`src/rtl/sosr_pkg.sv`:
```
// Constants and types of the sync / one-shot / soft-reset control block.
// Assumes a 16-bit serial frame: R/W flag, 7-bit address, 8-bit data.
package sosr_pkg;
  // Register offsets
  localparam logic [6:0]  ADDR_GEN_CFG    = 7'h05;
  localparam logic [6:0]  ADDR_DATA_CTRL  = 7'h06;
  // Reset values
  localparam logic [7:0]  GEN_CFG_RST     = 8'h08;
  localparam logic [7:0]  DATA_CTRL_RST   = 8'h80;
  // Field positions
  localparam int          BIT_SPI_SYNC    = 7;
  localparam int          BIT_ONE_SHOT    = 4;
  localparam int          BIT_RETIME      = 5;
  localparam int          BIT_RW          = 15;
  // Soft reset codes and answer
  localparam logic [1:0]  RST_CODE_FIRST  = 2'b11;
  localparam logic [1:0]  RST_CODE_SECOND = 2'b10;
  localparam logic [15:0] SOFT_RST_RESP   = 16'h0E00;
  // Frame and timing counts
  localparam int          FRAME_BITS      = 16;
  localparam logic [3:0]  SYNC_PULSE_CYC  = 4'h4;
  localparam int          SETTLE_CYC_DEF  = 64;
  // Soft reset sequence state
  typedef enum logic {
    RST_IDLE  = 1'b0,
    RST_ARMED = 1'b1
  } sosr_rst_st_t;
endpackage : sosr_pkg

```
`src/rtl/sosr_frame_if.sv`:
```
// Frame carrier between the serial receiver and the register core.
// Assumes one clock domain; frame_done is a one-cycle pulse.
`timescale 1ns/10ps
interface sosr_frame_if;
  logic        frame_done;
  logic [15:0] rx_word;
  logic [15:0] tx_word;
  modport rx   (output frame_done, output rx_word, input tx_word);
  modport core (input frame_done, input rx_word, output tx_word);
endinterface : sosr_frame_if

```
`src/rtl/sosr_ctrl_top.sv`:
```
// Data control register core: software sync, one-shot mode, soft reset.
// Assumes sync_out is wired back to sync_in on the board, and that
// conv_done_in is a one-cycle strobe from the filter on mclk_in.
//
// Notes on behaviour
// RULE_01: The data control register comes out of reset as 0x80.
// RULE_02: The host requests a sync by writing bit 7 low and later high.
// RULE_03: A sync is recognised only at the last clock edge of the low-to-high write.
// RULE_04: A recognised sync drives a master-clock-aligned pulse on sync_out.
// RULE_05: Each sync_in pulse resets the filters and holds data off until settled.
// RULE_06: In a daisy chain the host applies two successive sync pulses.
// RULE_07: With a shared clock and one data-ready pin the host applies two syncs.
// RULE_08: Bit 4 selects one-shot mode, one result per sync_in rising edge.
// RULE_09: The host soft resets by writing 0x03 then 0x02 to the reset field.
// RULE_10: The correct two-step sequence resets the core and all registers.
// RULE_11: The first command after a soft reset is answered with 0x0E00.
// RULE_12: With the retime bit set, sync_out comes from the alternate clock edge.
// RULE_13: A second code not directly after a first code does not reset.
`timescale 1ns/10ps
module sosr_ctrl_top
  import sosr_pkg::*;
#(
  parameter int SETTLE_CYC = SETTLE_CYC_DEF
)(
  // Clock and reset
  input  wire logic mclk_in,
  input  wire logic resetn_in,
  // Serial port
  input  wire logic sclk_in,
  input  wire logic csn_in,
  input  wire logic sdi_in,
  output logic      sdo_out,
  output logic      sdo_oe_out,
  // Synchronisation pins
  output logic      sync_out_out,
  input  wire logic sync_in_in,
  // Filter side
  input  wire logic conv_done_in,
  output logic      filter_reset_out,
  output logic      core_reset_out,
  output logic      data_ready_pin_out,
  output logic      one_shot_out
);
  sosr_frame_if bus ();

  logic [7:0]   gen_cfg_r, gen_cfg_nxt;
  logic [7:0]   dctrl_r, dctrl_nxt;
  sosr_rst_st_t rst_st_r, rst_st_nxt;
  logic         post_rst_r, post_rst_nxt;
  logic [15:0]  resp_r, resp_nxt;
  logic         core_rst_r, core_rst_nxt;
  logic [3:0]   sync_cnt_r, sync_cnt_nxt;
  logic         sync_pos_r, sync_pos_nxt;
  logic         sync_neg_r;
  logic [2:0]   sin_r, sin_nxt;
  logic [15:0]  settle_r, settle_nxt;
  logic         shot_pend_r, shot_pend_nxt;
  logic         data_ready_pin_r, data_ready_pin_nxt;
  logic         frst_r, frst_nxt;
  logic         wr, rd, wr_dctrl, first_cmd, second_cmd, soft_rst;
  logic         sync_req, sin_rise;
  logic [7:0]   wdata, rdata;

  // Read-back mux, shared by the answer path
  function automatic logic [7:0] reg_read(input logic [6:0] a,
                                          input logic [7:0] g,
                                          input logic [7:0] d);
    if (a == ADDR_GEN_CFG) begin
      reg_read = g;
    end else if (a == ADDR_DATA_CTRL) begin
      reg_read = d;
    end else begin
      reg_read = 8'h00;
    end
  endfunction : reg_read

  sosr_spi_rx u_rx (
    .mclk_in    (mclk_in),
    .resetn_in  (resetn_in),
    .sclk_in    (sclk_in),
    .csn_in     (csn_in),
    .sdi_in     (sdi_in),
    .sdo_out    (sdo_out),
    .sdo_oe_out (sdo_oe_out),
    .bus        (bus.rx)
  );

  ////////////////////////////////////////////////////////////////////////
  // Command decode
  assign wdata      = bus.rx_word[7:0];
  assign wr         = bus.frame_done & ~bus.rx_word[BIT_RW];
  assign rd         = bus.frame_done & bus.rx_word[BIT_RW];
  assign wr_dctrl   = wr & (bus.rx_word[14:8] == ADDR_DATA_CTRL);
  assign first_cmd  = wr_dctrl & (wdata[1:0] == RST_CODE_FIRST);
  assign second_cmd = wr_dctrl & (wdata[1:0] == RST_CODE_SECOND);
  assign rdata      = reg_read(bus.rx_word[14:8], gen_cfg_r, dctrl_r);
  // RULE_10: reset only when armed by the frame just before
  assign soft_rst   = (rst_st_r == RST_ARMED) & second_cmd;
  // RULE_03: low-to-high change of the sync bit at frame completion
  assign sync_req   = wr_dctrl & wdata[BIT_SPI_SYNC] & ~dctrl_r[BIT_SPI_SYNC];

  ////////////////////////////////////////////////////////////////////////
  // Register file, soft reset sequencer and answer word
  always_comb begin
    gen_cfg_nxt  = gen_cfg_r;
    dctrl_nxt    = dctrl_r;
    rst_st_nxt   = rst_st_r;
    post_rst_nxt = post_rst_r;
    resp_nxt     = resp_r;
    core_rst_nxt = 1'b0;
    if (bus.frame_done) begin
      // RULE_13: any other frame disarms the sequence
      case (rst_st_r)
        RST_IDLE:  rst_st_nxt = first_cmd ? RST_ARMED : RST_IDLE;
        RST_ARMED: rst_st_nxt = first_cmd ? RST_ARMED : RST_IDLE;
        default:   rst_st_nxt = RST_IDLE;
      endcase
      // RULE_11: first command after soft reset answered with fixed word
      if (post_rst_r) begin
        resp_nxt     = SOFT_RST_RESP;
        post_rst_nxt = 1'b0;
      end else begin
        resp_nxt = rd ? {8'h00, rdata} : 16'h0000;
      end
      if (wr && bus.rx_word[14:8] == ADDR_GEN_CFG) begin
        gen_cfg_nxt = wdata;
      end
      if (wr_dctrl) begin
        dctrl_nxt = wdata;
      end
    end
    // RULE_10: digital core and registers back to defaults
    if (soft_rst) begin
      gen_cfg_nxt  = GEN_CFG_RST;
      dctrl_nxt    = DATA_CTRL_RST;
      rst_st_nxt   = RST_IDLE;
      post_rst_nxt = 1'b1;
      resp_nxt     = 16'h0000;
      core_rst_nxt = 1'b1;
    end
  end

  // Register stage
  always_ff @(posedge mclk_in) begin
    if (!resetn_in) begin
      gen_cfg_r  <= GEN_CFG_RST;
      // RULE_01: data control default
      dctrl_r    <= DATA_CTRL_RST;
      rst_st_r   <= RST_IDLE;
      post_rst_r <= 1'b0;
      resp_r     <= 16'h0000;
      core_rst_r <= 1'b0;
    end else begin
      gen_cfg_r  <= gen_cfg_nxt;
      dctrl_r    <= dctrl_nxt;
      rst_st_r   <= rst_st_nxt;
      post_rst_r <= post_rst_nxt;
      resp_r     <= resp_nxt;
      core_rst_r <= core_rst_nxt;
    end
  end

  ////////////////////////////////////////////////////////////////////////
  // Sync output, filter reset, settling and one-shot gating
  always_comb begin
    sync_cnt_nxt  = (sync_cnt_r != 4'h0) ? sync_cnt_r - 4'h1 : 4'h0;
    // RULE_04: fixed-width pulse on the master clock
    if (sync_req) begin
      sync_cnt_nxt = SYNC_PULSE_CYC;
    end
    sync_pos_nxt  = (sync_cnt_nxt != 4'h0);
    sin_nxt       = {sin_r[1:0], sync_in_in};
    sin_rise      = sin_r[1] & ~sin_r[2];
    frst_nxt      = sin_rise | core_rst_r;
    settle_nxt    = (settle_r != 16'h0000) ? settle_r - 16'h0001 : 16'h0000;
    shot_pend_nxt = shot_pend_r;
    data_ready_pin_nxt      = 1'b0;
    // RULE_05: output held off while the filter settles
    if (conv_done_in && settle_r == 16'h0000) begin
      // RULE_08: one-shot passes one result per sync edge
      if (!dctrl_r[BIT_ONE_SHOT] || shot_pend_r) begin
        data_ready_pin_nxt      = 1'b1;
        shot_pend_nxt = 1'b0;
      end
    end
    // RULE_05: sync edge restarts the filters; set wins over clear
    if (sin_rise || core_rst_r) begin
      settle_nxt    = SETTLE_CYC[15:0];
      shot_pend_nxt = sin_rise & dctrl_r[BIT_ONE_SHOT];
    end
  end

  // Register stage
  always_ff @(posedge mclk_in) begin
    if (!resetn_in) begin
      sync_cnt_r  <= 4'h0;
      sync_pos_r  <= 1'b0;
      sin_r       <= 3'h0;
      frst_r      <= 1'b0;
      settle_r    <= 16'h0000;
      shot_pend_r <= 1'b0;
      data_ready_pin_r      <= 1'b0;
    end else begin
      sync_cnt_r  <= sync_cnt_nxt;
      sync_pos_r  <= sync_pos_nxt;
      sin_r       <= sin_nxt;
      frst_r      <= frst_nxt;
      settle_r    <= settle_nxt;
      shot_pend_r <= shot_pend_nxt;
      data_ready_pin_r      <= data_ready_pin_nxt;
    end
  end

  // RULE_12: half-cycle retimed copy of the sync pulse
  always_ff @(negedge mclk_in) begin
    if (!resetn_in) begin
      sync_neg_r <= 1'b0;
    end else begin
      sync_neg_r <= sync_pos_r;
    end
  end

  // Outputs
  assign sync_out_out       = gen_cfg_r[BIT_RETIME] ? sync_neg_r : sync_pos_r;
  assign bus.tx_word        = resp_r;
  assign filter_reset_out   = frst_r;
  assign core_reset_out     = core_rst_r;
  assign data_ready_pin_out = data_ready_pin_r;
  assign one_shot_out       = dctrl_r[BIT_ONE_SHOT];
endmodule : sosr_ctrl_top

```
`src/rtl/sosr_spi_rx.sv`:
```
// Serial port slave: oversamples the serial pins on the master clock.
// Assumes the serial clock runs well below a quarter of the master clock.
`timescale 1ns/10ps
module sosr_spi_rx
  import sosr_pkg::*;
(
  // Clock and reset
  input  wire logic mclk_in,
  input  wire logic resetn_in,
  // Serial pins
  input  wire logic sclk_in,
  input  wire logic csn_in,
  input  wire logic sdi_in,
  output logic      sdo_out,
  output logic      sdo_oe_out,
  // Frame carrier
  sosr_frame_if.rx  bus
);
  logic [2:0]  sclk_r, sclk_nxt;
  logic [1:0]  csn_r, csn_nxt;
  logic [1:0]  sdi_r, sdi_nxt;
  logic [3:0]  cnt_r, cnt_nxt;
  logic [15:0] sh_r, sh_nxt;
  logic [15:0] tx_r, tx_nxt;
  logic [15:0] rx_r, rx_nxt;
  logic        done_r, done_nxt;
  logic        sdo_r, sdo_nxt;
  logic        csn_d_r, csn_d_nxt;
  logic        rise, fall, act;

  ////////////////////////////////////////////////////////////////////////
  // Two-flop synchronisers; edges are taken from the second and third stage
  always_comb begin
    sclk_nxt  = {sclk_r[1:0], sclk_in};
    csn_nxt   = {csn_r[0], csn_in};
    sdi_nxt   = {sdi_r[0], sdi_in};
    rise      = sclk_r[1] & ~sclk_r[2];
    fall      = ~sclk_r[1] & sclk_r[2];
    act       = ~csn_r[1];
    csn_d_nxt = csn_r[1];
    cnt_nxt   = cnt_r;
    sh_nxt    = sh_r;
    tx_nxt    = tx_r;
    rx_nxt    = rx_r;
    sdo_nxt   = sdo_r;
    done_nxt  = 1'b0;
    if (!act) begin
      cnt_nxt = 4'h0;
    end else if (csn_d_r) begin
      // Frame start: latch the pending answer, present its first bit
      tx_nxt  = bus.tx_word;
      sdo_nxt = bus.tx_word[FRAME_BITS-1];
    end else begin
      if (rise) begin
        sh_nxt  = {sh_r[14:0], sdi_r[1]};
        cnt_nxt = cnt_r + 4'h1;
        if (cnt_r == 4'hF) begin
          // Final rising edge of the frame completes the command
          rx_nxt   = {sh_r[14:0], sdi_r[1]};
          done_nxt = 1'b1;
        end
      end
      if (fall) begin
        tx_nxt  = {tx_r[14:0], 1'b0};
        sdo_nxt = tx_r[FRAME_BITS-2];
      end
    end
  end

  // Register stage
  always_ff @(posedge mclk_in) begin
    if (!resetn_in) begin
      sclk_r  <= 3'h0;
      csn_r   <= 2'h3;
      sdi_r   <= 2'h0;
      cnt_r   <= 4'h0;
      sh_r    <= 16'h0000;
      tx_r    <= 16'h0000;
      rx_r    <= 16'h0000;
      done_r  <= 1'b0;
      sdo_r   <= 1'b0;
      csn_d_r <= 1'b1;
    end else begin
      sclk_r  <= sclk_nxt;
      csn_r   <= csn_nxt;
      sdi_r   <= sdi_nxt;
      cnt_r   <= cnt_nxt;
      sh_r    <= sh_nxt;
      tx_r    <= tx_nxt;
      rx_r    <= rx_nxt;
      done_r  <= done_nxt;
      sdo_r   <= sdo_nxt;
      csn_d_r <= csn_d_nxt;
    end
  end

  assign bus.frame_done = done_r;
  assign bus.rx_word    = rx_r;
  assign sdo_out        = sdo_r;
  assign sdo_oe_out     = ~csn_r[1];
endmodule : sosr_spi_rx

```
`config.mk`:
```
export PLATFORM = sky130hd
export DESIGN_NAME = sosr_ctrl_top
export DESIGN_NICKNAME = d
export VERILOG_FILES = /design/src/rtl/sosr_pkg.sv /design/src/rtl/sosr_frame_if.sv /design/src/rtl/sosr_ctrl_top.sv /design/src/rtl/sosr_spi_rx.sv
export SDC_FILE = /design/constraint.sdc
export NUM_CORES = 1
export LEC_CHECK = 0
export ABC_AREA = 1
export BUFFER_PORTS_ARGS = -buffer_cell sky130_fd_sc_hd__buf_2
export CAP_MARGIN = 20
export CORE_UTILIZATION = 32
export CTS_BUF_LIST = sky130_fd_sc_hd__clkbuf_4 sky130_fd_sc_hd__clkbuf_8
export DETAILED_ROUTE_END_ITERATION = 10
export MAX_ROUTING_LAYER = met4
export PLACE_DENSITY = 0.5
export SETUP_SLACK_MARGIN = 0.15
export SYNTH_ARGS = -nofsm -noshare
export SYNTH_HDL_FRONTEND = slang
export SYNTH_SLANG_ARGS = --single-unit
```
`constraint.sdc`:
```
create_clock -name mclk_in -period 1.9 [get_ports mclk_in]
set_clock_uncertainty 0.2 [all_clocks]
set_input_delay 0.475 -clock mclk_in [delete_from_list [all_inputs] [get_ports mclk_in]]
set_output_delay 0.475 -clock mclk_in [all_outputs]
set_load 0.01 [all_outputs]
```
; ---- Yosys cells after proc, flatten, opt, wreduce, memory -nomap -nowiden
; Cells that the tools add are included.
[totals]
ff_bits = 119
input_bits = 7
output_inout_bits = 7
word_cells = 103
[op_classes]
n_addsub = 3
eq_ne = 5
n_mux = 22
n_bitwise = 23
reduce_logical = 25
[op_table]
columns = operator, count
row1 = 2-to-1 mux 15 bit, 2
row2 = 2-to-1 mux 8 bit, 3
row3 = logical NOT 16 bit, 1
row4 = nonzero test 16 bit, 1
row5 = subtractor 16 x 1 -> 16 bit (second input constant), 1
row6 = == test 7 x 3 -> 1 bit (second input constant), 2
row7 = 2-to-1 mux 7 bit, 2
row8 = AND 1 bit, 12
row9 = 2-to-1 mux 1 bit, 12
row10 = 2-to-1 mux 12 bit, 1
row11 = AND reduction 2 bit, 6
row12 = inverter 1 bit, 10
row13 = 2-to-1 mux 4 bit, 2
row14 = nonzero test 2 bit, 4
row15 = nonzero test 4 bit, 2
row16 = adder 4 x 1 -> 4 bit (second input constant), 1
row17 = == test 2 bit (second input constant), 2
row18 = == test 4 bit (second input constant), 1
row19 = AND reduction 4 bit, 1
row20 = OR reduction 2 bit, 2
row21 = OR reduction 4 bit, 1
row22 = subtractor 4 x 1 -> 4 bit (second input constant), 1
row23 = AND reduction 3 bit, 1
row24 = OR reduction 3 bit, 1
row25 = other kinds (4), 6

; ---- Longest topological paths before layout
; Gate-level depths: netlist of run 1.
[logic_depth]
ltp_word = 7
depth_mapped = 10
depth_no_buf = 9

; ---- By module
; Synthesis of run 1 repeated with hierarchy kept, for this count alone.
[unflattened]
hier_cells = 725
area_unflattened_um2 = 5106.1
[modules_own_cells]
columns = mod, n_inst, cells_each, area_each_um2, seq_area_each_um2
row1 = sosr_ctrl_top, 1, 390, 2642.5, 1121.1
row2 = sosr_spi_rx, 1, 335, 2463.6, 1201.2

==> metrics.txt, run 1 <==
largest net degree at the start of global routing 55; Req. time, crit path around 1200 ps; CTS max path bufs 2; top cell type's share of synthesized area 49.04%; port bufs 13; DRC 0; die area between 15000 and 20000 um^2; CTS tree done; P_int 4.503 mW; sequential power share a little over two fifths; vias between 3k and 4k; VDD IR-drop max around 0.89 mV; startpoint types flip-flop; worst setup path class flip-flop to output pin; unrepaired setup endpoints after global routing true; hold path start sdi_in; row cnt 44; Ant. Diodes 0; Final Hold Fails 0; failing checks negative setup slack; hold path depth 3; Max Slew Vio Count 0; most numerous cell in the Yosys netlist dfxtp_1; leak pwr 2.228 nW; Post-synth EDFFs 0; fin worst setup slack -815.1 ps; die width ~120 um; placed cells around 800; core footprint 14480 um^2; Die H around 120 um; Post-Syn Area 4736 um^2; vias per cell ~4.6; synth top area cells dfxtp_1 (49%), nand2_1 (8.6%), inv_1 (6.3%), nor2_1 (6.1%), o21ai_0 (5.4%); WHS about 31 ps; Nets ~660; PD cells approximately 1200 nW/um^2; Routed Antenna Nets 0; TritonCTS Buffers 17; clock tree root buffer cell clkbuf_8; Congestion Overflow GR 0; pre-CTS setup slack -377.6 ps; worst-margin pin slew 714.7 ps; Slew HR between 50% and 60%; Fillers roughly 1.5k; register bit total from synthesis 116; total design power ~6.5 mW; Setup violations, final 1; Initial Utilization between 30% and 40%; r2r endpoint sync_neg_r; Clk pwr share approximately a third; crit-path max cell delay between 200 and 300 ps; post-layout util around two fifths; r2r worst-path depth 2; clock sink count ~120; Synth warnings 0; Gate Count Post-Synth 616; layout cells sized above 1 approximately 16%; Max Cap Violations 0; gpl congestion about 0.74; initial DRC count 284; Clock Latency Late Sink ~430 ps; Synth area leader dfxtp_1; ys async rst share 0%; most frequent cells after synthesis dfxtp_1 (116), nand2_1 (108), inv_1 (80); first-pass GRT wire length 16910 um; Crit-path slowest cell dfxtp_1; Arrival @ worst endpoint around 2000 ps; DP HPWL about 6700 um; r2r startpoint sync_pos_r; Top FF cell, synth dfxtp_1; syn avg cell area ~7.7 um^2; TritonRoute pass-1 iters 4; DR WL/cell ~12 um; sw frac a little under a third; crit path max fanout 1; part of the power in combinational logic between 20 and 25%; vias in the first global route 3669; outcome finished with violations; H-tree Lvls 4; post-synthesis sequential area ratio between 40% and 50%; Worst-path clk slew about 60 ps; Worst Hold Class input port to flip-flop; area delta synth->final 17.81%; R2R Setup Slk 260 ps; Cell variety after synth 39; Worst Setup End Kind output pin; P_sw 2.017 mW; total track usage around 15%; Worst Hold Path EP u_rx.sdi_r[0]; Post-Layout Cell Count between 800 and 900; CP Cell Sequence mux2_4 -> buf_6; initial antenna violation count 0; io pins 14; total wire length between 10000 and 15000 um; Net Count, Synth between 600 and 700
power by group through the flow:
stage                     registers [mW]  logic (mW)  clock network [mW]
after floorplan                     2.81        1.11             0.00659
after global routing                2.82        1.67                2.46
after CTS                           2.79        1.40                2.33
after detailed placement            2.84        1.36             0.00659
after global placement              2.84        1.32             0.00659
final                               2.79        1.46                2.27
flip-flops by register name, indices dropped and copies added, names as in the netlist, 2 cells and up:
signal / cells
u_rx.sclk_r: 3
u_rx.cnt_r: 4
u_rx.sdi_r: 2
u_rx.sh_r: 15
settle_r: 16
sync_cnt_r: 4
bus.tx_word: 9
sin_r: 3
gen_cfg_r: 8
u_rx.csn_r: 2
u_rx.bus.rx_word: 16
dctrl_r: 8
u_rx.tx_r: 15
cell type report:
type / instances / area, um^2 / area share, %
inverter: 85 / 337.8 / 6.055
timing repair buffer: 32 / 242.7 / 4.351
clock inverter: 11 / 108.9 / 1.951
tap: 184 / 230.2 / 4.126
multi-input combinational: 394 / 2036 / 36.49
clock buffer: 22 / 290.3 / 5.203
sequential: 116 / 2333 / 41.83
worst max path at each step:
stage | from | endpoint | slack, ps
floorplan | sync_neg_r | sync_out_out | -260
global placement | sync_neg_r | sync_out_out | -380
detailed placement | sync_neg_r | sync_out_out | -380
CTS | sync_neg_r | sync_out_out | -830
global route | sync_neg_r | sync_out_out | -870
finish | sync_neg_r | sync_out_out | -820
cells in the final DEF, fill, tap and decap left out, types with 6 or more instances in the layout:
cell type,Yosys,final
a21boi_0,9,9
a21oi_1,38,38
a31oi_1,11,11
buf_2,7,12
buf_4,4,16
clkbuf_8,0,20
clkinv_2,1,7
dfxtp_1,116,111
inv_1,80,80
nand2_1,108,107
nand3_1,49,48
nor2_1,77,75
nor2_4,5,6
o21ai_0,51,46
o21ai_1,3,8
xor2_1,7,7
critical path: cells and delay by family, from the launching register on:
kind | cells | cell delay [ps]
flops | 1 | 290
mux | 1 | 250
buf+inv | 1 | 120
layer usage:
| layer | track usage, % | routed length (um) | vias up |
|---|---|---|---|
| li1 | - | - | 2035 |
| met1 | 18.21 | 5041 | 1789 |
| met2 | 22.74 | 4580 | 47 |
| met3 | 4.396 | 332 | 11 |
| met4 | 5.572 | 133 | 0 |
| met5 | - | 0 | - |
metrics by stage:
stage / area [um^2] / TNS, ps
after floorplan: 4750 / -503.1
after global placement: 5059 / -504.7
after detailed placement: 5059 / -781.9
after CTS: 5495 / -834.3
after global routing: 5579 / -867.1
final: 5579 / -815.1
kinds of logic after synthesis:
logic type	Yosys count	share of synthesized area [%]
DFF	116	49.04
muxes	2	0.4491
buffers and inverters	108	9.722
adders and majority gates	3	0.7927
xor gates and xnor gates	9	1.665
AOI/OAI and AO/OA	117	13.55
and+or+nand+nor	261	24.78
timing repair:
action,in CTS,in global routing
setup buffers,1,0
resized for setup,9,22
pin swaps,0,3
setup endpoints to repair,10,56
cloned,0,2
hold buffers,0,0
(Power assumes the default switching activity.)
==> inputs of run 2 (changes only) <==
--- a/config.mk
+++ b/config.mk
@@ -6,13 +6,13 @@
 export NUM_CORES = 1
 export LEC_CHECK = 0
 export ABC_AREA = 1
-export BUFFER_PORTS_ARGS = -buffer_cell sky130_fd_sc_hd__buf_2
 export CAP_MARGIN = 20
 export CORE_UTILIZATION = 32
 export CTS_BUF_LIST = sky130_fd_sc_hd__clkbuf_4 sky130_fd_sc_hd__clkbuf_8
 export DETAILED_ROUTE_END_ITERATION = 10
+export DONT_BUFFER_PORTS = 1
 export MAX_ROUTING_LAYER = met4
-export PLACE_DENSITY = 0.5
+export PLACE_DENSITY = 0.49
 export SETUP_SLACK_MARGIN = 0.15
 export SYNTH_ARGS = -nofsm -noshare
 export SYNTH_HDL_FRONTEND = slang
==> run 2 against run 1 <==
The run still ends with negative setup slack left. Die area is the same. Non-clock buffer count shrank 7. First-iteration DRC count shrank 12%. Routed wire length grew 2.6%. Register-to-register slack is essentially flat. Sequential share of layout area grew 0.12 points. Count of clock-buffer cells in the layout grew 1. Global-route usage grew 0.25 points. Hold slack lost 11 ps. Power shrank 2.7%. Largest cell class unchanged.
==> metrics.txt, run 2 (synthesized netlist as in run 1, its figures left out) <==
outcome finished with violations; failing checks negative setup slack; CP bufs+invs 0 (-1); CP Cell Sequence mux2_4; placed cells 790 (-2.3%); unrepaired setup endpoints after global routing true; Crit-path slowest cell dfxtp_1; Max Slew Vio Count 0 (unchanged); Worst Setup End Kind output pin; PD cells 1143 nW/um^2 (-2.2%); hold path start resetn_in; VDD IR-drop max 0.8628 mV (-3.4%); r2r startpoint sync_pos_r; total wire length 10350 um (+2.6%); post-layout util 38.32% (-0.22 points); leak pwr 2.212 nW (-0.74%); TritonCTS Buffers 17 (unchanged); core footprint 14480 um^2 (unchanged); gpl congestion 0.8007 (+8.6%); Slew HR 54.14% (+1.8 points); DRC 0 (unchanged); first-pass GRT wire length 16860 um (-0.28%); die area 15290 um^2 (unchanged); hold path depth 2 (-1); clock sink count 116 (unchanged); row cnt 44 (unchanged); P_sw 1.949 mW (-3.3%); clock tree root buffer cell clkbuf_8; CP top delay family flip-flops; R2R Setup Slk 260 ps (about the same); critical path depth in cells 1 (-1); Final Hold Fails 0 (unchanged); Setup violations, final 1 (unchanged); Clock Latency Late Sink 430 ps (about the same); Post-Layout Cell Count 838 (-0.71%); worst setup path class flip-flop to output pin; Die H 123.7 um (unchanged); commonest cells after routing, fill and taps aside dfxtp_1 (114), nand2_1 (107), inv_1 (84), nor2_1 (75), o21ai_0 (51); crit path max fanout 1 (unchanged); Worst-path clk slew 60 ps (about the same); DR WL/cell 12.35 um (+3.3%); largest net degree at the start of global routing 46 (-16%); vias per cell 4.598 (about the same); r2r endpoint sync_neg_r; CTS tree done; sequential power share 44.1% (+1.3 points); vias in the first global route 3567 (-2.8%); vias 3853 (-0.75%); Max Cap Violations 0 (unchanged); r2r worst-path depth 2 (unchanged); worst-margin pin slew 687.1 ps (-27.64 ps); sw frac 30.73% (-0.20 points); Routed Antenna Nets 0 (unchanged); Worst Hold Path EP settle_r[1]; P_int 4.394 mW (-2.4%); Worst Hold Class input port to flip-flop; Clk pwr share 33.2% (-1.7 points); part of the power in combinational logic 22.7% (+0.4 points); CTS max path bufs 2 (unchanged); Req. time, crit path 1220 ps (about the same); DP HPWL 6619 um (-1.2%); fin worst setup slack -712.8 ps (+102.3 ps); TritonRoute pass-1 iters 5 (+1); Arrival @ worst endpoint 1940 ps (-100 ps); total design power 6.343 mW (-2.7%); Ant. Diodes 0 (unchanged); cell area after layout 5548 um^2 (-0.56%); initial DRC count 250 (-12%); crit-path max cell delay 290 ps (about the same); most common cell after layout, fill and taps aside dfxtp_1; initial antenna violation count 0 (unchanged); Initial Utilization 32.71% (unchanged); H-tree Lvls 4 (unchanged); Congestion Overflow GR 0 (unchanged); startpoint types flip-flop; port bufs 0 (-13); die width 123.7 um (unchanged); dpl cell area 4923 um^2 (-2.7%); io pins 14 (unchanged); layout cells sized above 1 12.39% (-3.4 points); total track usage 15.04% (+0.25 points); Nets 651 (-0.91%); area delta synth->final 17.15%
-- run 2: area by class of cell --
| cell class | instances | area, um^2 |
|---|---|---|
| Clock inverter | 10 | 68.82 |
| Sequential cell | 116 | 2327 |
| Timing Repair Buffer | 25 | 244.0 |
| Multi-Input combinational cell | 395 | 2046 |
| Tap cell | 184 | 230.2 |
| Inverter | 85 | 327.8 |
| Fill cell | 1520 | 8931 |
| Clock buffer | 23 | 304.0 |
-- run 2: how the worst max path moves through the flow --
| stage | to | slack (ps) | from |
|---|---|---|---|
| after global placement | sync_out_out | -270 | sync_neg_r |
| after global routing | sync_out_out | -770 | sync_neg_r |
| after detailed placement | sync_out_out | -270 | sync_neg_r |
| after floorplan | sync_out_out | -260 | sync_neg_r |
| after CTS | sync_out_out | -740 | sync_neg_r |
| final | sync_out_out | -710 | sync_neg_r |
-- run 2: repair_timing --
item,CTS,global route
endpoints found under the setup margin,10,65
gates resized for setup,7,12
pin swaps,0,5
hold buffers,9,0
setup buffers,1,3
gates cloned,0,3
endpoints found under the hold margin,48,0
-- run 2: power by group through the flow --
stage               clock (mW)  sequential, mW  combinational [mW]
floorplan              0.00659            2.81                1.11
CTS                       2.17            2.80                1.37
finish                    2.11            2.80                1.44
global placement       0.00659            2.84                1.28
detailed placement     0.00659            2.85                1.31
global route              2.31            2.83                1.67
-- run 2: routing by layer --
metal | vias up | part of all wire [%] | track usage, %
met3 | 8 | 3.5 | 4.991
met4 | 0 | 1.1 | 5.873
met1 | 1776 | 49 | 17.89
met2 | 45 | 46 | 23.40
li1 | 2024 | - | -
met5 | - | 0 | -
-- run 2: metrics by stage --
step	setup slack, ps	setup TNS, ps	hold slack (ps)
2_1_floorplan	-260.8	-503.1	190.5
3_3_place_gp	-268.1	-268.1	203.0
3_5_place_dp	-271.1	-271.1	199.4
4_1_cts	-739.0	-739.0	15.59
5_1_grt	-773.6	-773.6	-2.820
6_report	-712.8	-712.8	20.79
==> inputs of run 3 (changes only) <==
==> constraint.sdc (replaced) <==
create_clock -name mclk_in -period 3.16 [get_ports mclk_in]
set_clock_uncertainty 0.2 [all_clocks]
set_input_delay 0.79 -clock mclk_in [delete_from_list [all_inputs] [get_ports mclk_in]]
set_output_delay 0.79 -clock mclk_in [all_outputs]
set_load 0.01 [all_outputs]
==> run 3 against run 2 <==
The run still ends with negative setup slack left. Register-to-register slack gained 620 ps. Non-clock buffer count shrank 25. Clock power shrank 37%. Cell area shrank 5.9%. Largest cell class unchanged. Hold slack gained 200 ps. Worst setup slack gained 310 ps.
==> metrics.txt, run 3 (synthesized netlist as in run 1, its figures left out) <==
core footprint 14480 um^2 (unchanged); fin worst setup slack -398.0 ps (+314.8 ps); Routed Antenna Nets 0 (unchanged); die width 123.7 um (unchanged); Clock Latency Late Sink 430 ps (about the same); Arrival @ worst endpoint 2570 ps (+630 ps); io pins 14 (unchanged); failing checks negative setup slack; Fillers 1546 (+1.7%); total design power 3.773 mW (-41%); area delta synth->final 10.22%; H-tree Lvls 4 (unchanged); setup bufs post-CTS 0 (-1); CTS max path bufs 2 (unchanged); startpoint types flip-flop; port bufs 0 (unchanged); Worst Setup End Kind output pin; Slew HR 52.12% (-2.0 points); DRC 0 (unchanged); total wire length 9697 um (-6.3%); row cnt 44 (unchanged); Congestion Overflow GR 0 (unchanged); crit path max fanout 1 (unchanged); vias 3711 (-3.7%); die area 15290 um^2 (unchanged); largest net degree at the start of global routing 56 (+22%); CP Cell Sequence mux2_4; CTS tree done; TritonRoute pass-1 iters 6 (+1); VDD IR-drop max 0.4711 mV (-45%); worst-margin pin slew 717.4 ps (+30.29 ps); vias per cell 4.581 (-0.36%); most common cell after layout, fill and taps aside dfxtp_1; Worst Hold Class flip-flop to flip-flop; gpl congestion 0.7427 (-7.2%); initial antenna violation count 0 (unchanged); Initial Utilization 32.71% (unchanged); cell area after layout 5220 um^2 (-5.9%); worst setup path class flip-flop to output pin; Max Cap Violations 0 (unchanged); CP bufs+invs 0 (unchanged); DP HPWL 6428 um (-2.9%); Setup violations, final 1 (unchanged); Final Hold Fails 0 (unchanged); Crit-path slowest cell dfxtp_1; unrepaired setup endpoints after global routing true; Max Slew Vio Count 0 (unchanged); crit-path max cell delay 290 ps (about the same); first-pass GRT wire length 16440 um (-2.5%); leak pwr 2.034 nW (-8.0%); Req. time, crit path 2170 ps (+950 ps); total track usage 14.59% (-0.45 points); commonest cells after routing, fill and taps aside dfxtp_1 (116), nand2_1 (108), inv_1 (80), nor2_1 (77), o21ai_0 (51); Worst-path clk slew 60 ps (about the same); clock tree root buffer cell clkbuf_8; outcome finished with violations; Nets 623 (-4.3%); post-layout util 36.05% (-2.3 points); CP top delay family flip-flops; TritonCTS Buffers 17 (unchanged); clock sink count 116 (unchanged); DR WL/cell 11.97 um (-3.1%); Ant. Diodes 0 (unchanged); layout cells sized above 1 9.265% (-3.1 points); vias in the first global route 3463 (-2.9%); pre-CTS setup slack 44.07 ps (+315.2 ps); dpl cell area 4833 um^2 (-1.8%); Die H 123.7 um (unchanged); PD cells 722.8 nW/um^2 (-37%); initial DRC count 266 (+6.4%)
[run 3: worst paths after layout]
kind                                     from       endpoint  slack (ps)  depth (start not counted)
worst max-delay path               sync_neg_r   sync_out_out        -400                          1
worst min-delay path            u_rx.sdi_r[0]  u_rx.sdi_r[1]         220                          2
worst max register to register     sync_pos_r     sync_neg_r         880                          2
worst min register to register  u_rx.sdi_r[0]  u_rx.sdi_r[1]         220                          2
[run 3: area by class of cell]
cell class	instances	area, um^2	share of cell area (%)
inverters	85	320.3	6.136
clock inverters	5	48.80	0.9348
flip-flops and latches	116	2322	44.49
well taps	184	230.2	4.410
multi-input cells	392	1957	37.49
clock buffers	28	341.6	6.544
[run 3: metrics by stage]
stage          hold WS [ps]  cells  TNS [ps]
2_1_floorplan         190.5    616         0
3_3_place_gp          202.6    778         0
3_5_place_dp          203.5    778         0
4_1_cts               222.2    810    -417.0
5_1_grt               225.2    810    -466.6
6_report              218.2    810    -398.0
[run 3: report_power, final]
group	leakage, nW	switching (mW)	total [mW]	internal [mW]
Clock	0.214	0.560	1.33	0.765
Combinational	0.878	0.460	0.762	0.302
Sequential	0.941	0.0954	1.69	1.59
[run 3: layer usage]
layer	track usage (%)	vias to the layer above	wire length, um
met1	17.51	1691	4844
met4	5.271	0	124
met3	5.266	10	310
met5	-	-	0
li1	-	1963	-
met2	22.40	47	4417
[run 3: what timing repair did]
item,4_1_cts,5_1_grt
hold buffers,0,0
endpoints found under the setup margin,1,1
gates resized for setup,0,0
